<file path="src/scrs_pkg.sv">
/*
 * Constants for the system clock and reset select block: reset filter length,
 * pin encodings and the PLL multiplication factors in tenths.
 * Assumes nothing of its surroundings; it holds definitions only.
 */
package scrs_pkg;
   // ---------------------------------------------------------------------
   // Clock and timing
   // ---------------------------------------------------------------------
   localparam int unsigned CLK_PERIOD_NS     = 20;
   localparam int unsigned RST_FILTER_CYCLES = 64;    // Least low time, master clocks
   localparam int unsigned RST_CNT_W         = 7;
   localparam logic [6:0]  RST_CNT_MAX       = 7'(RST_FILTER_CYCLES);

   // ---------------------------------------------------------------------
   // Pin encodings
   // ---------------------------------------------------------------------
   localparam logic SEL_PLL    = 1'b0;
   localparam logic SEL_EXT    = 1'b1;
   localparam logic MODE_NORM  = 1'b0;
   localparam logic MODE_TEST  = 1'b1;

   // ---------------------------------------------------------------------
   // PLL multiplication factor, in tenths
   // ---------------------------------------------------------------------
   localparam logic [6:0] MF_NORMAL_X10 = 7'h32;      // 5.0
   localparam logic [6:0] MF_TEST_X10   = 7'h42;      // 6.6

   // Reset filter states
   typedef enum logic [2:0] {
      RF_RUN    = 3'h1,
      RF_COUNT  = 3'h2,
      RF_RESET  = 3'h4
   } scrs_rf_state_t;
endpackage

</file>
<file path="src/scrs_top.sv">
/*
 * System clock select, clock output, test mode and reset filtering.
 * Assumes: mclk_i is the 50 MHz master clock domain in which the selection
 * result is used; the analog PLL sits outside and is steered by the factor
 * output; clock muxing is modelled as a select to the glitch-free clock cell.
 */
`timescale 1ns/1ps

// Overview of operation
// - With the source select low the PLL output is the master clock.
// - With the source select high the external clock bypasses the PLL.
// - In normal mode the PLL multiplies its input clock by five.
// - Test select low means normal mode, high means chip test mode.
// - With test select high the PLL factor changes from five to 6.6.
// - The system clock output follows the master clock in phase and doubles as SDRAM clock.
// - The clock output enable pin turns driving of the system clock output on or off.
// - The scan logic reset acts asynchronously whenever its low-active pin is asserted.
module scrs_top (
   input  wire logic       mclk_i,
   input  wire logic       srst_i,
   input  wire logic       ext_clock_in_i,
   input  wire logic       pll_clock_in_i,
   input  wire logic       clock_source_select_i,
   input  wire logic       test_mode_select_i,
   input  wire logic       clock_out_enable_i,
   input  wire logic       global_reset_in_n_i,
   input  wire logic       scan_logic_reset_n_i,
   output logic            master_clock_o,
   output logic            sys_clock_out_o,
   output logic            sys_clock_out_oe_o,
   output logic            sdram_clock_out_o,
   output logic            use_pll_reg_o,
   output logic            test_mode_o,
   output logic [6:0]      pll_multiply_factor_o,
   output logic            sys_reset_o,
   output logic            scan_reset_o
);

   // ---------------------------------------------------------------------
   // Clock source selection
   // ---------------------------------------------------------------------
   logic use_pll_reg;
   logic test_mode_reg;
   logic [6:0] mf_reg;

   // Select is registered; the clock path itself stays combinational
   always_ff @(posedge mclk_i) begin
      if (srst_i) begin
         use_pll_reg <= 1'b1;
      end else begin
         use_pll_reg <= (clock_source_select_i == scrs_pkg::SEL_PLL);
      end
   end

   // Master clock mux; a real chip uses a glitch-free cell here
   assign master_clock_o = clock_source_select_i ? ext_clock_in_i
                                                 : pll_clock_in_i;

   // ---------------------------------------------------------------------
   // Test mode and PLL factor
   // ---------------------------------------------------------------------
   always_ff @(posedge mclk_i) begin
      if (srst_i) begin
         test_mode_reg <= 1'b0;
         mf_reg        <= scrs_pkg::MF_NORMAL_X10;
      end else begin
         test_mode_reg <= (test_mode_select_i == scrs_pkg::MODE_TEST);
         mf_reg        <= test_mode_select_i ? scrs_pkg::MF_TEST_X10
                                             : scrs_pkg::MF_NORMAL_X10;
      end
   end

   assign use_pll_reg_o         = use_pll_reg;
   assign test_mode_o           = test_mode_reg;
   assign pll_multiply_factor_o = mf_reg;

   // ---------------------------------------------------------------------
   // Clock output pin
   // ---------------------------------------------------------------------
   // Same net as master clock keeps the output in phase with it
   assign sys_clock_out_o    = master_clock_o;
   assign sdram_clock_out_o  = master_clock_o;
   assign sys_clock_out_oe_o = clock_out_enable_i;

   // ---------------------------------------------------------------------
   // Global reset filter
   // ---------------------------------------------------------------------
   scrs_pkg::scrs_rf_state_t rf_state_reg;
   scrs_pkg::scrs_rf_state_t rf_state_next;
   logic [6:0] low_cnt_reg;
   logic [6:0] low_cnt_next;

   // Short glitches restart the count, so only a long low resets the system
   always_comb begin
      rf_state_next = rf_state_reg;
      low_cnt_next  = low_cnt_reg;
      case (rf_state_reg)
         scrs_pkg::RF_RUN: begin
            low_cnt_next = 7'h00;
            if (!global_reset_in_n_i) begin
               rf_state_next = scrs_pkg::RF_COUNT;
               low_cnt_next  = 7'h01;
            end
         end
         scrs_pkg::RF_COUNT: begin
            if (global_reset_in_n_i) begin
               rf_state_next = scrs_pkg::RF_RUN;
               low_cnt_next  = 7'h00;
            end else if (low_cnt_reg == scrs_pkg::RST_CNT_MAX - 7'h01) begin
               rf_state_next = scrs_pkg::RF_RESET;
               low_cnt_next  = scrs_pkg::RST_CNT_MAX;
            end else begin
               low_cnt_next = low_cnt_reg + 7'h01;
            end
         end
         scrs_pkg::RF_RESET: begin
            if (global_reset_in_n_i) begin
               rf_state_next = scrs_pkg::RF_RUN;
               low_cnt_next  = 7'h00;
            end
         end
         default: begin
            rf_state_next = scrs_pkg::RF_RUN;
            low_cnt_next  = 7'h00;
         end
      endcase
   end

   always_ff @(posedge mclk_i) begin
      if (srst_i) begin
         rf_state_reg <= scrs_pkg::RF_RUN;
         low_cnt_reg  <= 7'h00;
      end else begin
         rf_state_reg <= rf_state_next;
         low_cnt_reg  <= low_cnt_next;
      end
   end

   assign sys_reset_o = (rf_state_reg == scrs_pkg::RF_RESET);

   // ---------------------------------------------------------------------
   // Scan logic reset
   // ---------------------------------------------------------------------
   // Purely combinational: must act with no clock running at all
   assign scan_reset_o = ~scan_logic_reset_n_i;

   // Independent run length of low samples; saturates so a long hold never wraps
   logic [7:0] chk_low_reg;

   always_ff @(posedge mclk_i) begin
      if (srst_i || global_reset_in_n_i) begin
         chk_low_reg <= 8'h00;
      end else if (chk_low_reg != 8'hFF) begin
         chk_low_reg <= chk_low_reg + 8'h01;
      end
   end
endmodule // scrs_top

</file>
<file path="config.mk">
export PLATFORM = sky130hd
export DESIGN_NAME = scrs_top
export DESIGN_NICKNAME = d
export VERILOG_FILES = /design/src/scrs_pkg.sv /design/src/scrs_top.sv
export SDC_FILE = /design/constraint.sdc
export NUM_CORES = 1
export LEC_CHECK = 0
export BUFFER_PORTS_ARGS = -buffer_cell sky130_fd_sc_hd__buf_2
export CORE_MARGIN = 4
export CORE_UTILIZATION = 45
export CTS_BUF_LIST = sky130_fd_sc_hd__clkbuf_4
export DETAILED_ROUTE_END_ITERATION = 8
export PLACE_DENSITY = 0.72
export SLEW_MARGIN = 20
export SYNTH_ARGS = -nofsm -noshare
export SYNTH_HDL_FRONTEND = slang
export SYNTH_SLANG_ARGS = --single-unit
</file>
<file path="constraint.sdc">
create_clock -name mclk_i -period 1.3 [get_ports mclk_i]
set_input_delay 0.39 -clock mclk_i [delete_from_list [all_inputs] [get_ports mclk_i]]
set_output_delay 0.39 -clock mclk_i [all_outputs]
set_load 0.01 [all_outputs]
</file>
== After elaboration in Yosys (flattened, before gate mapping) ==
Index checks and enable logic that the tools add are counted.

* Flip-flop bits (word level): 19
* Input port bits: 9
* Output and inout port bits: 15
* Logic and storage cells: 28

* Add/sub/neg operators: 1
* Equality and inequality tests: 7
* Mux-type cells: 12
* Bitwise gates (word level): 2
* Reduce and logical (&&, ||, !) cells: 1

{| class="wikitable"
|+ Operators by type and width
! operator !! number
|-
| two-way mux 7 bit || 4
|-
| case mux 7 bit (3 select lines) || 1
|-
| two-way mux 3 bit || 4
|-
| case mux 3 bit (3 select lines) || 1
|-
| adder 7 x 1 -> 7 bit (second input constant) || 1
|-
| == test 7 x 6 -> 1 bit (second input constant) || 1
|-
| inequality test 2 bit (second input constant) || 2
|-
| == test 3 x 1 -> 1 bit (second input constant) || 1
|-
| == test 3 x 2 -> 1 bit (second input constant) || 1
|-
| == test 3 bit (second input constant) || 1
|-
| inequality test 3 bit (second input constant) || 1
|-
| AND reduction 3 bit || 1
|-
| two-way mux 1 bit || 2
|-
| inverter 1 bit || 2
|}

== Longest topological paths before layout ==
Gate-level depths: netlist of run 1.

* Depth in word-level cells: 4
* Depth in mapped cells: 5
* Mapped depth without buffers: 5

== Worst setup path after synthesis of run 1 ==
OpenSTA, ideal clock, no wires.

* Path type: register to register
* Start: reg rf_state_reg[1]
* End: reg low_cnt_reg[4]
* Library setup time: 0.115 ns
* Arrival time: 1.270 ns
* Data required time: 1.185 ns
* Slack: -0.085 ns
* Cell stages (with the launch flop): 6
* Path buffers: 1
* Clock period less this slack: 1.385 ns
* Cells stage by stage: dfxtp_1 buf_2 or4b_1 nand4_1 xor2_1 nor2_1

* Longest elaborated chain between the ends: 2
* Elaborated cells between the ends (all ways): 5
* Classes of those cells: 4 x eq/ne; 1 x mux

{| class="wikitable"
|+ Ends and longest elaborated chain
! element !! line !! source
|-
| start: declaration || scrs_top.sv:88 || <nowiki>scrs_pkg::scrs_rf_state_t rf_state_reg;</nowiki>
|-
| start signal: assignment || scrs_top.sv:131 || <nowiki>rf_state_reg <= scrs_pkg::RF_RUN;</nowiki>
|-
| start signal: assignment || scrs_top.sv:134 || <nowiki>rf_state_reg <= rf_state_next;</nowiki>
|-
| == test 3 bit (tied with other cells) || scrs_top.sv:97 || <nowiki>case (rf_state_reg)</nowiki>
|-
| case mux 7 bit (3 select lines) or inequality test 2 bit (tied branches) || - ||
|-
| end signal: assignment || scrs_top.sv:135 || <nowiki>low_cnt_reg <= low_cnt_next;</nowiki>
|-
| end: declaration || scrs_top.sv:90 || <nowiki>logic [6:0] low_cnt_reg;</nowiki>
|}

Several ways; a longest one is shown, not always the timed one.
A chain may end at the register's enable or synchronous reset.

== Worst setup path after layout of run 1 ==
* Start: reg rf_state_reg[2]
* End: out sys_reset_o

* Longest elaborated chain between the ends: 1

{| class="wikitable"
|+ Ends and longest elaborated chain
! element !! line !! source
|-
| == test 3 bit || scrs_top.sv:139 || <nowiki>assign sys_reset_o = (rf_state_reg == scrs_pkg::RF_RESET);</nowiki>
|-
| end: declaration || scrs_top.sv:35 || <nowiki>output logic sys_reset_o,</nowiki>
|}

No other way between the ends.

==> results.md, run 1 <==
- Outcome: finished with violations
- Violations in the final reports: negative setup slack
- Vias in the first global route: 701
- Smallest hold slack: 0.378 ns
- Area growth from synthesis to layout: 45.8%
- Max FFs per register: 7
- Diodes inserted: 0
- Fin cells: 123
- Nets: 118
- Buf/Inv on CP: 1
- Critical Path AT: 1.01 ns
- Startpoint Class: flop
- Worst hold endpoint: pll_multiply_factor_o[6]
- Post-route setup TNS: -0.286 ns
- Post-synth cell types: 36
- H-tree levels: 1
- CP Capture Type: output port
- Router iterations before antenna repair: 4
- Worst-path cell chain: nor3b_4, buf_2
- Post-CTS Hold Fix Bufs: 0
- Hpwl dp: about 1300 um
- Critical-path top delay cell: dfxtp_4
- DRC: 0
- Worst Reg-to-Reg Cells: 4
- Largest cells by area after synthesis: dfxtp_1 (37%), buf_4 (9.5%), nor2_1 (4.2%)
- Critical Path Max Stage Delay: between 0.3 and 0.4 ns
- Peak supply drop: 490 uV
- Synth top area share: between 30% and 40%
- Switching share of power: between 20% and 30%
- Hold depth: 2
- Avg Cell Area, Syn: around 9 um2
- Hold wc startpoint: test_mode_select_i
- Leakage: 0.406 nW
- Setup ws final: -0.0994 ns
- I/O Pins: 24
- Setup slack, reg-to-reg: -0.08 ns
- Vias per Instance: between 5 and 6
- Cells after synthesis: 79
- Period utilization: 108%
- Critical path data required time: 0.91 ns
- Placed insts: 115
- Pin count of the biggest net entering global routing: 8
- TritonCTS clock tree: built
- Port Buffers: 17
- Synth Register Bits: 13
- Chip Width: 47.7 um
- First-pass GRT wire length: approximately 2900 um
- Synth warnings: 0
- Main synth FF type: dfxtp_1
- Delay-heaviest family, CP: flip-flops
- Hold WC Path Type: in -> reg
- Antenna viol nets, final: 0
- Tmin final: approximately 1.4 ns
- Pwr Density: about 800 mW/mm2
- P_int: approximately 0.62 mW
- Routed WL: approximately 1900 um
- EDFF count, synth: 0
- Worst-Skew Late Latency: 0.27 ns
- R2r endpoint: low_cnt_reg[4]
- Cell accounting for the most synthesized area: dfxtp_1
- Root buffer cell: clkbuf_4
- Synthesized area: a little over 700 um2
- Stages on worst setup path: 2
- First DRT Iteration DRCs: 20
- Net Sw Power: roughly 0.21 mW
- Clk network pwr share: roughly 33%
- Fin. Hold Viols: 0
- Flop pwr share: between 50% and 60%
- R2R Path Start: rf_state_reg[0]
- Final-layout fill cell count: 101
- GRT Overall Usage: between 10% and 20%
- Max cap viols: 0
- CP Class: reg -> out
- Num CTS Buffers: 3
- Layout cell share with drive strength beyond 1: between 60% and 70%
- Final Wtd Congestion: between 0.8 and 0.9
- Unrepaired setup endpoints after global routing: true
- Max-slew violation total from the final report: 0
- FFs w/ async S/R, synth: 0%
- Reg clk slew, reported paths: roughly 0.080 ns
- Initial antenna violation count: 0
- Sequential area share after synthesis: a little under two fifths
- Logic pwr share: around 16%
- Grt total ovfl: 0
- FP Rows: 14
- Die area: around 0.0023 mm2
- Final Setup Violations: 7
- Initial Util: about 48%
- Most common library cells after synthesis: dfxtp_1 (13), buf_4 (9), nor2_1 (8)
- Vias: 675
- Skew final: just under 0.002 ns
- Crit path max fanout: 6
- F_max: ~0.7 GHz
- Core area: ~0.0015 mm2
- Count leader, synth: dfxtp_1
- Routed WL per cell: 15.4 um
- Die height: 47.7 um
- CTS Buffer Depth: 2
- CTS sink cnt: 13
metal layers:
| metal | GRT usage [%] | wire (um) | vias up |
|---|---|---|---|
| li1 | - | - | 325 |
| met1 | 20.9 | 796 | 318 |
| met2 | 32.9 | 961 | 30 |
| met3 | 4.51 | 118 | 2 |
| met4 | 7.53 | 20 | 0 |
| met5 | 0 | 0 | - |
how the worst max path moves through the flow:
stage	start	end	slack [ns]
after floorplan	global_reset_in_n_i	low_cnt_reg[4]	-0.0004
after global placement	global_reset_in_n_i	low_cnt_reg[2]	-0.20
after detailed placement	global_reset_in_n_i	low_cnt_reg[4]	-0.24
after CTS	rf_state_reg[2]	sys_reset_o	-0.10
after global routing	rf_state_reg[2]	sys_reset_o	-0.15
final	rf_state_reg[2]	sys_reset_o	-0.1
final cells by class:
cell class	instances	area [um2]	area share [%]
repair buffers	33	234	22.7
flip-flops and latches	13	278	26.9
clock buffers	4	30.0	2.91
inverters	2	7.51	0.727
well taps	16	20.0	1.94
multi-input cells	55	463	44.8
power by group through the flow:
stage               clock (mW)  sequential, mW  combinational, mW
floorplan                    0           0.429             0.0684
global placement             0           0.430             0.0929
detailed placement           0           0.430             0.0954
CTS                      0.286           0.418              0.115
global route             0.315           0.421              0.142
finish                   0.273           0.419              0.131
logic make-up after synthesis:
family                   synth area share [%]
buffers and inverters                    12.9
other                                    1.06
adder cells (fa/ha/maj)                  1.77
AND/OR/NAND/NOR                          27.7
AO/OA/AOI/OAI                            13.1
multiplexers                             3.00
flip-flops                               36.7
XOR/XNOR                                 3.71
cell usage in the layout, fill, tap and decap left out, types with 2 or more instances in the layout:
cell type  instances
nor2_1             5
buf_4             16
nor2_2             3
dfxtp_4            3
xor2_1             2
inv_1              2
buf_2             13
conb_1             4
dfxtp_1            5
nor4b_4            2
nand2b_1           3
clkbuf_4           4
o21ai_2            2
nor2b_1            2
nand2_1            3
buf_6              3
dfxtp_2            5
nand3_1            3
repair_timing:
action	CTS	global route
gates resized for setup	17	20
setup buffers	3	3
pin swaps	5	8
setup endpoints to repair	13	13
metrics by stage:
step / utilization, % / total power [mW] / instance area (um2) / setup WS, ns
finish: 69.3 / 0.822 / 1030 / -0.0994
CTS: 63.9 / 0.819 / 951 / -0.101
global route: 69.3 / 0.878 / 1030 / -0.150
global placement: 55.8 / 0.523 / 831 / -0.201
floorplan: - / 0.498 / 722 / -0.000410
detailed placement: 55.8 / 0.526 / 831 / -0.239
Note: power is estimated with default switching activity, not from simulation.
==> inputs of run 2 (changes only) <==
--- a/config.mk
+++ b/config.mk
@@ -8,7 +8,7 @@
 export BUFFER_PORTS_ARGS = -buffer_cell sky130_fd_sc_hd__buf_2
 export CORE_MARGIN = 4
 export CORE_UTILIZATION = 45
-export CTS_BUF_LIST = sky130_fd_sc_hd__clkbuf_4
+export CTS_BUF_LIST = sky130_fd_sc_hd__clkbuf_2
 export DETAILED_ROUTE_END_ITERATION = 8
 export PLACE_DENSITY = 0.72
 export SLEW_MARGIN = 20
==> run 2 against run 1 <==
The run still ends with negative setup slack left; clock power down 19%; first-iteration DRC count down 50%; sequential share of layout area about the same; via count up 1.0%; die area unchanged; combinational power down 4%.
==> results.md, run 2 (synthesis results as in run 1) <==
- Clk network pwr share: 28.8% (was 33.2%)
- H-tree levels: 1 (unchanged)
- Reg clk slew, reported paths: 0.13 ns (was 0.08 ns)
- Hold WC Path Type: in -> reg (unchanged)
- Routed WL per cell: 16.0 um (was 15.4 um)
- Final-layout fill cell count: 108 (was 101)
- Final Power: 0.766 mW (was 0.822 mW)
- Worst-Skew Late Latency: 0.28 ns (was 0.27 ns)
- Diodes inserted: 0 (unchanged)
- Hpwl dp: 1280 um (unchanged)
- Most common cell after layout, fill and taps aside: buf_4 (unchanged)
- Leakage: 0.413 nW (was 0.406 nW)
- R2R Path Start: rf_state_reg[2] (was rf_state_reg[0])
- Max cap viols: 0 (unchanged)
- Setup slack, reg-to-reg: -0.11 ns (was -0.08 ns)
- First-pass GRT wire length: 2930 um (about the same)
- Pwr Density: 753 mW/mm2 (was 797 mW/mm2)
- Router iterations before antenna repair: 4 (unchanged)
- Crit path max fanout: 5 (was 6)
- Pin count of the biggest net entering global routing: 8 (unchanged)
- Tmin final: 1.42 ns (was 1.40 ns)
- GRT Overall Usage: 19.1% (was 18.5%)
- R2r endpoint: low_cnt_reg[5] (was low_cnt_reg[4])
- Vias: 682 (was 675)
- DRC: 0 (unchanged)
- Period utilization: 109% (was 108%)
- Area growth from synthesis to layout: 43.6% (was 45.8%)
- Initial Util: 47.6% (unchanged)
- F_max: 0.703 GHz (was 0.715 GHz)
- Design Area, Final: 0.00102 mm2 (was 0.00103 mm2)
- FP Rows: 14 (unchanged)
- Initial antenna violation count: 0 (unchanged)
- Critical path data required time: 0.91 ns (about the same)
- CP Capture Type: output port (unchanged)
- Post-route setup TNS: -0.634 ns (was -0.286 ns)
- Skew final: 0.00817 ns (was 0.00193 ns)
- I/O Pins: 24 (unchanged)
- First DRT Iteration DRCs: 10 (was 20)
- Max FFs per register: 7 (unchanged)
- Max-slew violation total from the final report: 0 (unchanged)
- Chip Width: 47.7 um (unchanged)
- CTS Buffer Depth: 2 (unchanged)
- CP Class: reg -> out (unchanged)
- Most frequent cells in the layout: buf_4 (16), buf_2 (13), dfxtp_1 (8), nor2_1 (6), buf_6 (5) (was buf_4 (16), buf_2 (13), nor2_1 (5), dfxtp_2 (5), dfxtp_1 (5))
- Fin. Hold Viols: 0 (unchanged)
- Switching share of power: 27.2% (was 25.0%)
- P_int: 0.557 mW (was 0.617 mW)
- Core area: 0.00149 mm2 (unchanged)
- Setup ws final: -0.123 ns (was -0.0994 ns)
- Area after DPL: 831 um2 (unchanged)
- Startpoint Class: flop (unchanged)
- Logic pwr share: 16.5% (was 15.9%)
- Violations in the final reports: negative setup slack (unchanged)
- Critical Path AT: 1.03 ns (was 1.01 ns)
- Peak supply drop: 362 uV (was 490 uV)
- Outcome: finished with violations (unchanged)
- Die height: 47.7 um (unchanged)
- Final Setup Violations: 11 (was 7)
- Net Sw Power: 0.209 mW (was 0.205 mW)
- Flop pwr share: 54.7% (was 50.9%)
- Hold wc startpoint: clock_source_select_i (was test_mode_select_i)
- Worst Reg-to-Reg Cells: 6 (was 4)
- Nets: 120 (was 118)
- Antenna viol nets, final: 0 (unchanged)
- Util after Layout: 68.3% (was 69.3%)
- Root buffer cell: clkbuf_2 (was clkbuf_4)
- Num CTS Buffers: 3 (unchanged)
- Routed WL: 2000 um (was 1900 um)
- Worst hold endpoint: use_pll_reg_o (was pll_multiply_factor_o[6])
- Layout cell share with drive strength beyond 1: 56.0% (was 61.7%)
- Final Wtd Congestion: 0.805 (unchanged)
- Port Buffers: 17 (unchanged)
- Vias in the first global route: 683 (was 701)
- Vias per Instance: 5.46 (was 5.49)
- Grt total ovfl: 0 (unchanged)
- Hold depth: 3 (was 2)
- Unrepaired setup endpoints after global routing: true (unchanged)
- TritonCTS clock tree: built (unchanged)
- Die area: 0.00227 mm2 (unchanged)
- CTS sink cnt: 13 (unchanged)
## run 2: power by group through the flow
stage	Clock (mW)	Combinational (mW)	Sequential [mW]
5_1_grt	0.251	0.136	0.421
3_3_place_gp	0	0.0929	0.430
2_1_floorplan	0	0.0684	0.429
3_5_place_dp	0	0.0954	0.430
6_report	0.221	0.126	0.420
4_1_cts	0.227	0.118	0.418
## run 2: timing repair
action,4_1_cts,5_1_grt
pin swaps,5,9
hold endpoints to repair,0,0
buffers inserted,6,0
resized for setup,17,11
hold buffers,0,0
setup endpoints to repair,13,13
## run 2: worst max path at each step
stage          depth (start not counted)              to                 from  slack (ns)
2_1_floorplan                          4  low_cnt_reg[4]  global_reset_in_n_i     -0.0004
3_3_place_gp                           5  low_cnt_reg[2]  global_reset_in_n_i       -0.20
3_5_place_dp                           5  low_cnt_reg[4]  global_reset_in_n_i       -0.24
4_1_cts                                2     sys_reset_o      rf_state_reg[2]       -0.13
5_1_grt                                6  low_cnt_reg[5]      rf_state_reg[2]       -0.20
6_report                               2     sys_reset_o      rf_state_reg[2]       -0.12
## run 2: critical path, cell delays in order (launching register included)
cell and delay, ns:
dfxtp_4 0.41, nor3b_4 0.18, buf_2 0.15
## run 2: final cells by class
class                      count  area [um2]  area share, %
tap                           16        20.0           1.97
clock buffer                   4        20.0           1.97
multi-input combinational     55         434           42.7
sequential                    13         274           26.9
timing repair buffer          35         262           25.7
inverter                       2        7.51          0.738
## run 2: layer usage
layer	global-route usage (%)	vias up	wire length, um
li1	-	329	-
met2	34.0	20	1010
met3	4.51	9	93
met1	20.7	324	831
met5	0	-	0
met4	10.2	0	68
## run 2: through the flow
step | hold slack (ns) | worst slack [ns] | cells
final | 0.349 | -0.123 | 125
after floorplan | 0.433 | -0.000410 | 81
after detailed placement | 0.496 | -0.239 | 115
after global placement | 0.479 | -0.201 | 115
after global routing | 0.338 | -0.201 | 125
after CTS | 0.343 | -0.131 | 125
==> inputs of run 3 (changes only) <==
--- a/config.mk
+++ b/config.mk
@@ -11,6 +11,7 @@
 export CTS_BUF_LIST = sky130_fd_sc_hd__clkbuf_2
 export DETAILED_ROUTE_END_ITERATION = 8
 export PLACE_DENSITY = 0.72
+export SETUP_SLACK_MARGIN = 0.1
 export SLEW_MARGIN = 20
 export SYNTH_ARGS = -nofsm -noshare
 export SYNTH_HDL_FRONTEND = slang
==> run 3 against run 2 <==
The run still ends with negative setup slack left; core utilization up 3.4 points; setup slack got worse by 0.086 ns; die area unchanged; register-to-register slack worse by 0.099 ns; count of clock-buffer cells in the layout unchanged; critical path depth rose by 3; sequential share of layout area decreased by 0.91 points; via count increased by 2.8%; non-clock buffer count up 2; sequential power hardly changed; first-iteration DRC count rose by 50%; critical path type is now reg -> reg; largest cell class unchanged; largest power group unchanged.
==> results.md, run 3 (synthesis results as in run 1) <==
- Unrepaired setup endpoints after global routing: true (unchanged)
- CTS sink cnt: 13 (unchanged)
- Port Buffers: 17 (unchanged)
- Initial antenna violation count: 0 (unchanged)
- Startpoint Class: flop (unchanged)
- Hold wc startpoint: clock_source_select_i (unchanged)
- Util after Layout: 71.7% (was 68.3%)
- Router iterations before antenna repair: 4 (unchanged)
- Tmin final: 1.51 ns (was 1.42 ns)
- Chip Width: 47.7 um (unchanged)
- Area growth from synthesis to layout: 50.7% (was 43.6%)
- Buf/Inv on CP: 1 (unchanged)
- CP Capture Type: flop (was output port)
- Die height: 47.7 um (unchanged)
- Fin. Hold Viols: 0 (unchanged)
- Core area: 0.00149 mm2 (unchanged)
- DRC: 0 (unchanged)
- Most common cell after layout, fill and taps aside: buf_4 (unchanged)
- Layout cell share with drive strength beyond 1: 61.3% (was 56.0%)
- CP Launch Point: rf_state_reg[0] (was rf_state_reg[2])
- Worst-path cell chain: buf_6, or4b_4, nand4_1, xor2_1, nor2_1 (was nor3b_4, buf_2)
- I/O Pins: 24 (unchanged)
- Num CTS Buffers: 3 (unchanged)
- Antenna viol nets, final: 0 (unchanged)
- Stages on worst setup path: 5 (was 2)
- Critical Path AT: 1.67 ns (was 1.03 ns)
- Outcome: finished with violations (unchanged)
- First-pass GRT wire length: 2680 um (was 2930 um)
- First DRT Iteration DRCs: 15 (was 10)
- Initial Util: 47.6% (unchanged)
- Skew final: 0.00209 ns (was 0.00817 ns)
- Hpwl dp: 1200 um (was 1280 um)
- Crit path max fanout: 4 (was 5)
- Peak supply drop: 523 uV (was 362 uV)
- Nets: 122 (was 120)
- GRT Overall Usage: 17.4% (was 19.1%)
- Grt total ovfl: 0 (unchanged)
- R2r endpoint: low_cnt_reg[4] (was low_cnt_reg[5])
- R2R Path Start: rf_state_reg[0] (was rf_state_reg[2])
- Final Power: 0.781 mW (was 0.766 mW)
- TritonCTS clock tree: built (unchanged)
- Reg clk slew, reported paths: 0.13 ns (about the same)
- Leakage: 0.436 nW (was 0.413 nW)
- Root buffer cell: clkbuf_2 (unchanged)
- H-tree levels: 1 (unchanged)
- Worst Reg-to-Reg Cells: 5 (was 6)
- Final Setup Violations: 10 (was 11)
- Diodes inserted: 0 (unchanged)
- Vias per Instance: 5.52 (was 5.46)
- Period utilization: 116% (was 109%)
- Vias in the first global route: 605 (was 683)
- Routed WL per cell: 15.6 um (was 16.0 um)
- Setup ws final: -0.209 ns (was -0.123 ns)
- Critical path data required time: 1.47 ns (was 0.91 ns)
- Post-CTS Hold Fix Bufs: 0 (unchanged)
- Violations in the final reports: negative setup slack (unchanged)
- Die area: 0.00227 mm2 (unchanged)
- FP Rows: 14 (unchanged)
- Critical path destination: low_cnt_reg[4] (was sys_reset_o)
- Pwr Density: 731 mW/mm2 (was 753 mW/mm2)
- Design Area, Final: 0.00107 mm2 (was 0.00102 mm2)
- Max FFs per register: 7 (unchanged)
- F_max: 0.663 GHz (was 0.703 GHz)
- Hold WC Path Type: in -> reg (unchanged)
- Routed WL: 1990 um (was 2000 um)
- Max-slew violation total from the final report: 0 (unchanged)
- Area after DPL: 860 um2 (was 831 um2)
- Max cap viols: 0 (unchanged)
- Most frequent cells in the layout: buf_4 (15), buf_2 (13), buf_6 (8), dfxtp_1 (7), nor2_1 (5) (was buf_4 (16), buf_2 (13), dfxtp_1 (8), nor2_1 (6), buf_6 (5))
- CTS Buffer Depth: 2 (unchanged)
- Critical-path top delay cell: or4b_4 (was dfxtp_4)
- CP Class: reg -> reg (was reg -> out)
- Worst-Skew Late Latency: 0.26 ns (was 0.28 ns)
- Pin count of the biggest net entering global routing: 9 (was 8)
- Delay-heaviest family, CP: simple AND/OR/NAND/NOR gates (was flip-flops)
- Setup slack, reg-to-reg: -0.21 ns (was -0.11 ns)
- Vias: 701 (was 682)
- Critical Path Max Stage Delay: 0.51 ns (was 0.41 ns)
- Final Wtd Congestion: 0.839 (was 0.805)
==> run 3: cell count changes in the layout (fill, tap and decap cells not counted), sizes merged <==
cell,change
buf,+2
==> run 3: worst min path at each step <==
stage / end / slack [ns] / cells past startpoint
final: use_pll_reg_o / 0.37 / 3
after global routing: use_pll_reg_o / 0.34 / 3
after CTS: use_pll_reg_o / 0.36 / 3
after detailed placement: low_cnt_reg[6] / 0.46 / 1
after global placement: low_cnt_reg[6] / 0.46 / 1
after floorplan: low_cnt_reg[6] / 0.43 / 1
==> run 3: layout make-up <==
type | instances | area [um2]
clock buffer | 4 | 20.0
inverter | 2 | 7.51
multi-input combinational | 55 | 454
sequential | 13 | 278
tap | 16 | 20.0
fill | 100 | 422
timing repair buffer | 37 | 288
==> run 3: stage by stage <==
step | setup TNS, ns | hold WS (ns) | instances | setup WS (ns)
2_1_floorplan | -0.000221 | 0.433 | 81 | -0.000221
3_3_place_gp | -1.00 | 0.461 | 116 | -0.200
3_5_place_dp | -1.29 | 0.464 | 116 | -0.240
4_1_cts | -0.757 | 0.359 | 123 | -0.191
5_1_grt | -1.54 | 0.337 | 127 | -0.269
6_report | -0.895 | 0.368 | 127 | -0.209
==> run 3: layer usage <==
metal / global-route usage (%) / routed length (um) / up-vias
li1: - / - / 329
met1: 22.1 / 767 / 324
met2: 26.2 / 983 / 40
met3: 4.89 / 162 / 8
met4: 10.2 / 72 / 0
met5: 0 / 0 / -
==> run 3: timing repair <==
item | CTS | global route
buffers inserted | 3 | 4
setup endpoints to repair | 13 | 13
resized for setup | 19 | 14
pin swaps | 7 | 11
==> run 3: worst register-to-register path, delay by kind of cell (launching register included) <==
family | cells | cell delay [ns]
flip-flops | 1 | 0.38
XOR/XNOR | 1 | 0.21
AND/OR/NAND/NOR | 3 | 0.71
buffers and inverters | 1 | 0.13
==> run 3: power breakdown <==
part | internal, mW | switching [mW]
Combinational | 0.0840 | 0.0683
Sequential | 0.405 | 0.0122
Clock | 0.0817 | 0.130
